<file path="src/design/wdt_pkg.sv">
// Purpose: shared constants and types for the two-stage watchdog
// Assumes: one 125 MHz clock, synchronous active-low reset
// Notes: no register bus; software accesses arrive as write strobes
package wdt_pkg;
   localparam int unsigned CNT_W                       = 32;
   localparam logic [31:0] RELOAD_RESET_VALUE          = 32'hffff_ffff;
   localparam logic [31:0] UNLOCK_KEY                  = 32'h1acc_e551;
   localparam logic [31:0] COUNT_ZERO                  = 32'h0000_0000;
   localparam int unsigned CTL_INT_EN_BIT              = 0;
   localparam int unsigned CTL_RST_EN_BIT              = 1;
   localparam logic [1:0]  CTL_RESET_VALUE             = 2'h0;

   typedef enum logic [1:0] {
      WDT_ST_IDLE,
      WDT_ST_RUN,
      WDT_ST_RESET
   } wdt_state_t;
endpackage : wdt_pkg

</file>
<file path="src/design/wdt_cnt_if.sv">
// Purpose: carrier between the watchdog control and its down counter
// Assumes: all signals in the core_clk domain
// Notes: load has priority over decrement
`timescale 1ns/1ps
`default_nettype none
interface wdt_cnt_if;
   logic        load;
   logic [31:0] load_value;
   logic        dec_en;
   logic [31:0] count;
   logic        at_zero;
   modport ctrl (output load, output load_value, output dec_en, input count, input at_zero);
   modport cnt  (input load, input load_value, input dec_en, output count, output at_zero);
endinterface : wdt_cnt_if
`default_nettype wire

</file>
<file path="src/design/wdt_counter.sv">
// Purpose: down counter with load, hold and zero flag
// Assumes: load wins over decrement
// Notes: stops at zero until reloaded
`timescale 1ns/1ps
`default_nettype none
module wdt_counter
   import wdt_pkg::*;
(
   input  wire logic core_clk,
   input  wire logic resetn,
   wdt_cnt_if.cnt    cif
);
   logic [CNT_W-1:0] count_q;
   logic [CNT_W-1:0] count_d;

   always_comb
   begin
      count_d = count_q;
      if (cif.load)
      begin
         count_d = cif.load_value;
      end
      else if (cif.dec_en && (count_q != COUNT_ZERO))
      begin
         count_d = count_q - 32'h0000_0001;
      end
   end

   always_ff @(posedge core_clk)
   begin
      if (!resetn)
      begin
         count_q <= RELOAD_RESET_VALUE;
      end
      else
      begin
         count_q <= count_d;
      end
   end

   assign cif.count   = count_q;
   assign cif.at_zero = (count_q == COUNT_ZERO);
endmodule : wdt_counter
`default_nettype wire

</file>
<file path="src/design/wdt_top.sv">
// Purpose: two-stage watchdog, interrupt on first time-out, reset on second
// Assumes: write strobes are one-cycle pulses synchronous to core_clk
// Notes: control and lock accesses are plain ports, no bus decode
`timescale 1ns/1ps
`default_nettype none
module wdt_top
   import wdt_pkg::*;
(
   input  wire logic         core_clk,
   input  wire logic         resetn,
   input  wire logic         timeout_reload_value_we,
   input  wire logic [31:0]  timeout_reload_value_wdata,
   input  wire logic         timeout_control_we,
   input  wire logic [1:0]   timeout_control_wdata,
   input  wire logic         timeout_interrupt_clear_we,
   input  wire logic         config_lock_key_we,
   input  wire logic [31:0]  config_lock_key_wdata,
   input  wire logic         stall_enable,
   input  wire logic         cpu_halted,
   output logic [31:0]       timeout_reload_value,
   output logic [31:0]       count_value,
   output logic [1:0]        timeout_control,
   output logic              raw_timeout_status,
   output logic              masked_timeout_status,
   output logic              locked,
   output logic              timeout_irq,
   output logic              system_reset_out
);
   wdt_cnt_if cif ();

   logic [31:0] reload_q;
   logic [31:0] reload_d;
   logic        int_en_q;
   logic        int_en_d;
   logic        rst_en_q;
   logic        rst_en_d;
   logic        lock_q;
   logic        lock_d;
   logic        ris_q;
   logic        ris_d;
   logic        rst_q;
   logic        rst_d;
   logic        zero_seen_q;
   logic        zero_seen_d;
   wdt_state_t  state_q;
   wdt_state_t  state_d;

   logic reload_wr_ok;
   logic ctl_wr_ok;
   logic clr_wr_ok;
   logic timeout_evt;
   logic stalled;

   assign reload_wr_ok = timeout_reload_value_we && !lock_q;
   assign ctl_wr_ok    = timeout_control_we && !lock_q && !int_en_q;
   assign clr_wr_ok    = timeout_interrupt_clear_we && !lock_q;
   assign stalled      = stall_enable && cpu_halted;
   // one event per arrival at zero
   assign timeout_evt  = (state_q == WDT_ST_RUN) && cif.at_zero && !zero_seen_q;

   always_comb
   begin
      reload_d    = reload_q;
      int_en_d    = int_en_q;
      rst_en_d    = rst_en_q;
      lock_d      = lock_q;
      ris_d       = ris_q;
      rst_d       = rst_q;
      zero_seen_d = zero_seen_q;
      state_d     = state_q;
      cif.load       = 1'b0;
      cif.load_value = reload_q;
      cif.dec_en     = (state_q == WDT_ST_RUN) && !stalled;

      if (config_lock_key_we)
      begin
         lock_d = (config_lock_key_wdata != UNLOCK_KEY);
      end

      if (reload_wr_ok)
      begin
         reload_d       = timeout_reload_value_wdata;
         cif.load       = 1'b1;
         cif.load_value = timeout_reload_value_wdata;
         zero_seen_d    = 1'b0;
      end

      if (ctl_wr_ok)
      begin
         rst_en_d = timeout_control_wdata[CTL_RST_EN_BIT];
         int_en_d = timeout_control_wdata[CTL_INT_EN_BIT];
         if (timeout_control_wdata[CTL_INT_EN_BIT])
         begin
            state_d = WDT_ST_RUN;
            if (!reload_wr_ok)
            begin
               cif.load    = 1'b1;
               zero_seen_d = 1'b0;
            end
         end
      end

      case (state_q)
         WDT_ST_IDLE:
         begin
         end
         WDT_ST_RUN:
         begin
            if (timeout_evt && !reload_wr_ok)
            begin
               if (ris_q && !clr_wr_ok && rst_en_q)
               begin
                  rst_d   = 1'b1;
                  state_d = WDT_ST_RESET;
               end
               else
               begin
                  ris_d = 1'b1;
                  if (reload_q == COUNT_ZERO)
                  begin
                     zero_seen_d = 1'b1;
                  end
                  else
                  begin
                     cif.load = 1'b1;
                  end
               end
            end
         end
         WDT_ST_RESET:
         begin
            rst_d = 1'b1;
         end
         default:
         begin
            state_d = WDT_ST_IDLE;
         end
      endcase

      // clear loses to a same-cycle time-out only while raw status is low; a clear wins over a repeat time-out
      if (clr_wr_ok && !(timeout_evt && !ris_q))
      begin
         ris_d = 1'b0;
         if (!reload_wr_ok && (state_q == WDT_ST_RUN))
         begin
            cif.load    = 1'b1;
            zero_seen_d = 1'b0;
         end
      end
   end

   always_ff @(posedge core_clk)
   begin
      if (!resetn)
      begin
         reload_q    <= RELOAD_RESET_VALUE;
         int_en_q    <= CTL_RESET_VALUE[CTL_INT_EN_BIT];
         rst_en_q    <= CTL_RESET_VALUE[CTL_RST_EN_BIT];
         lock_q      <= 1'b0;
         ris_q       <= 1'b0;
         rst_q       <= 1'b0;
         zero_seen_q <= 1'b0;
         state_q     <= WDT_ST_IDLE;
      end
      else
      begin
         reload_q    <= reload_d;
         int_en_q    <= int_en_d;
         rst_en_q    <= rst_en_d;
         lock_q      <= lock_d;
         ris_q       <= ris_d;
         rst_q       <= rst_d;
         zero_seen_q <= zero_seen_d;
         state_q     <= state_d;
      end
   end

   wdt_counter u_counter (
      .core_clk (core_clk),
      .resetn   (resetn),
      .cif      (cif)
   );

   assign timeout_reload_value  = reload_q;
   assign count_value           = cif.count;
   assign timeout_control       = {rst_en_q, int_en_q};
   assign raw_timeout_status    = ris_q;
   assign masked_timeout_status = ris_q && int_en_q;
   assign timeout_irq           = ris_q && int_en_q;
   assign locked                = lock_q;
   assign system_reset_out      = rst_q;
endmodule : wdt_top
`default_nettype wire
</file>
<file path="config.mk">
export PLATFORM = sky130hd
export DESIGN_NAME = wdt_top
export DESIGN_NICKNAME = d
export VERILOG_FILES = /design/src/design/wdt_pkg.sv /design/src/design/wdt_cnt_if.sv /design/src/design/wdt_counter.sv /design/src/design/wdt_top.sv
export SDC_FILE = /design/constraint.sdc
export NUM_CORES = 1
export LEC_CHECK = 0
export BUFFER_PORTS_ARGS = -buffer_cell sky130_fd_sc_hd__buf_2
export CORE_MARGIN = 2
export CORE_UTILIZATION = 45
export CTS_BUF_LIST = sky130_fd_sc_hd__clkbuf_8 sky130_fd_sc_hd__clkbuf_16
export DETAILED_ROUTE_END_ITERATION = 7
export GPL_TIMING_DRIVEN = 0
export PLACE_DENSITY = 0.79
export RECOVER_POWER = 50
export REMOVE_ABC_BUFFERS = 1
export SYNTH_ARGS = -nofsm -noshare
export SYNTH_HDL_FRONTEND = slang
export SYNTH_SLANG_ARGS = --single-unit
</file>
<file path="constraint.sdc">
create_clock -name core_clk -period 3.9 [get_ports core_clk]
set_clock_uncertainty 0.2 [all_clocks]
set_input_delay 0.195 -clock core_clk [delete_from_list [all_inputs] [get_ports core_clk]]
set_output_delay 0.195 -clock core_clk [all_outputs]
set_load 0.01 [all_outputs]
</file>
==> metrics.md <==
| Metric | Value |
|---|---|
| Detail Placement HPWL | `7.681 mm` |
| Final setup viols | `0` |
| Routed length on met3 | `717 µm` |
| Top Ports | `145` |
| Lkg Pwr | `0.001929 µW` |
| Worst hold path type | `input port to register` |
| Rows | `33` |
| DIE AREA | `8978 µm²` |
| Dominant cells by area after synthesis | `dfxtp_1 (39%), nand2_1 (6.4%), nand3_1 (4.6%), mux2i_1 (4.3%), mux2_2 (3.3%)` |
| Asr flop ratio synth | `0%` |
| DRT Pass-1 Iters | `4` |
| DRT iter0 DRCs | `119` |
| CTS max path bufs | `2` |
| Initial Util | `45.79%` |
| Gr usage total | `23.33%` |
| Grt ovf | `0` |
| Top cell type's share of synthesized area | `38.89%` |
| CTS Sinks | `72` |
| Final hold vios | `0` |
| Fillers | `764` |
| Max IR drop VDD | `0.1934 mV` |
| Final GP Congestion | `0.8727` |
| Vias after detailed routing | `3,654` |
| First-pass GRT wire length | `16.31 mm` |
| Nets@finish | `662` |
| Post-DRT Antenna Nets | `0` |
| N_diodes | `0` |
| H-tree Lvls | `3` |
| Post-synth EDFFs | `0` |
| Layout cells sized above 1 | `20.44%` |
| Crit. End Element | `register` |
| RSZ-0062 raised after global routing | `no` |
| Clk pwr share | `31.9%` |
| Data required, critical path | `3.93 ns` |
| Highest clock rate | `296.3 MHz` |
| Relative slew slack | `33.85%` |
| PortBufs | `144` |
| Core area | `8093 µm²` |
| Seq/Total Area, Yosys | `38.89%` |
| Worst-Margin Slew | `0.9922 ns` |
| Switching share of power | `29.29%` |
| Final wirelength | `10.68 mm` |
| Max-cap violation count | `0` |
| Post-layout min period | `3.375 ns` |
| CP Launch Type | `register` |
| Pin count of the biggest net entering global routing | `54` |
| Vias per inst | `5.280` |
| CTS Buf Count | `9` |
| Mapped Cells | `423` |
| Syn Area/Cell | `8.761 µm²` |
| Die Y-Extent | `94.75 µm` |
| Final Non-Filler Cells | `692` |
| Cell Pwr Density | `363.5 nW/µm²` |
| Crit Path Class | `register to register` |
| Finished Core Util | `59.59%` |
| Max Used Layer | `met4` |
| TritonCTS clock tree | `done` |
| Pre-CTS setup slack | `0.3326 ns` |
| Cell area after synthesis | `3706 µm²` |
| Pint | `1239 µW` |
| Gate power share | `18.9%` |
| Worst-skew pair later-pin latency | `0.34 ns` |
| DRC | `0` |
| Metal-1 WL | `4.540 mm` |
| Critical Path AT | `3.41 ns` |
| Crit-path max FO | `13` |
| Leading area contributor after synthesis | `dfxtp_1` |
| Sequential group share of total power | `49.2%` |
| Met2 WL | `5.320 mm` |
| Synth warnings | `0` |
| Area growth, synth to finish | `30.11%` |
| Worst setup margin | `0.5245 ns` |
| Initial antenna violation count | `0` |
| Vias in the first global route | `3,412` |
| NetSw | `513.3 µW` |
| Tcrit/Tclk final | `86.55%` |
| Status | `complete, no violations` |
| Power, Total | `1753 µW` |
| Most common cell after layout, fill and taps aside | `buf_2` |
| Most frequent cells in the layout | `buf_2 (74), dfxtp_1 (72), clkbuf_1 (70), nand2_1 (63), nand3_1 (34)` |
| Setup_tns | `0 ns` |
| Die Width | `94.75 µm` |
| CTS root buffer | `clkbuf_8` |
| #FFs+latches synth | `72` |
| Placed cells | `651` |
| Clk slew on worst S/H paths | `0.08 ns` |
| Mean routed wirelength per cell | `15.43 µm` |
| Post-synthesis cell type count | `57` |
| Final Slew Violations | `0` |
| Ys flop type | `dfxtp_1` |
-- registers in the layout, indices dropped and copies added, names as in the netlist --
name                  count
state_q                   2
u_counter.cif.count      32
locked                    1
system_reset_out          1
rst_en_q                  1
timeout_reload_value     32
raw_timeout_status        1
int_en_q                  1
zero_seen_q               1
-- metal layers --
| layer | global-route usage [%] | vias up |
|---|---|---|
| met1 | 28.73 | 1689 |
| li1 | - | 1831 |
| met5 | 0 | - |
| met4 | 5.314 | 0 |
| met2 | 40.48 | 124 |
| met3 | 6.464 | 10 |
-- area by class of cell --
| type | count | area (µm²) | area share, % |
|---|---|---|---|
| Multi-Input combinational cell | 308 | 2098 | 43.51 |
| Sequential cell | 72 | 1441 | 29.89 |
| Timing Repair Buffer | 169 | 888.4 | 18.42 |
| Tap cell | 105 | 131.4 | 2.724 |
| Clock buffer | 9 | 123.9 | 2.569 |
| Inverter | 22 | 82.58 | 1.713 |
| Clock inverter | 7 | 56.30 | 1.168 |
-- power by group through the flow --
stage               Sequential (µW)  Combinational, µW  Clock [µW]
floorplan                       894                152           0
global placement                872                314           0
detailed placement              876                321           0
CTS                             859                339         562
global route                    871                363         603
finish                          862                331         559
-- Yosys cell counts, types with 5 or more instances --
master / n
mux2i_1: 16
nand4_1: 5
or3_1: 8
inv_1: 21
xor2_1: 6
dfxtp_1: 72
clkbuf_1: 14
ha_1: 6
nand2_1: 63
nor4bb_1: 5
nor3_1: 7
nor4_1: 18
or4_1: 6
xnor2_1: 11
o21ai_0: 10
mux2_4: 8
o22ai_1: 12
and2_1: 16
nand3_1: 34
mux2_2: 11
nor2_1: 19
-- cell families (layout without fill, tap and decap cells) --
logic type / count (synthesis) / in the layout / share of synthesized area (%)
mux: 35 / 35 / 10.90
xor+xnor: 17 / 17 / 4.017
flops: 72 / 72 / 38.89
fa+ha+maj: 6 / 6 / 2.026
simple gates: 204 / 204 / 30.82
buf+inv: 43 / 207 / 4.929
compound gates: 46 / 46 / 8.407
-- critical path: stages, from the launching register on --
cell      delay (ns)
dfxtp_1         0.37
nor4_2          0.64
nand4b_4        0.24
nor4_4          0.45
nor4b_4         0.44
or3_1           0.54
mux2_2          0.39
-- final timing paths --
path                                  startpoint                       end  slack (ns)  cells past startpoint
hold reg to reg                 system_reset_out          system_reset_out        0.29                      2
setup reg to reg          u_counter.cif.count[2]   u_counter.cif.count[21]        0.52                      6
hold / removal    timeout_reload_value_wdata[10]  timeout_reload_value[10]        0.01                      4
setup / recovery          u_counter.cif.count[2]   u_counter.cif.count[21]        0.52                      6
-- through the flow --
step / hold slack, ns / instance area (µm²)
after floorplan: 0.08272 / 3606
after detailed placement: 0.2356 / 4466
after global routing: 0.01919 / 4822
after CTS: 0.006787 / 4866
after global placement: 0.2329 / 4458
final: 0.01239 / 4822
-- what timing repair did --
| action | 4_1_cts | 5_1_grt |
|---|---|---|
| hold buffers | 22 | 0 |
| gates resized for setup | 0 | 0 |
| buffers inserted | 0 | 3 |
| hold endpoints to repair | 21 | 0 |
| endpoints found under the setup margin | 0 | 3 |
Note: power is estimated with default switching activity, not from simulation.
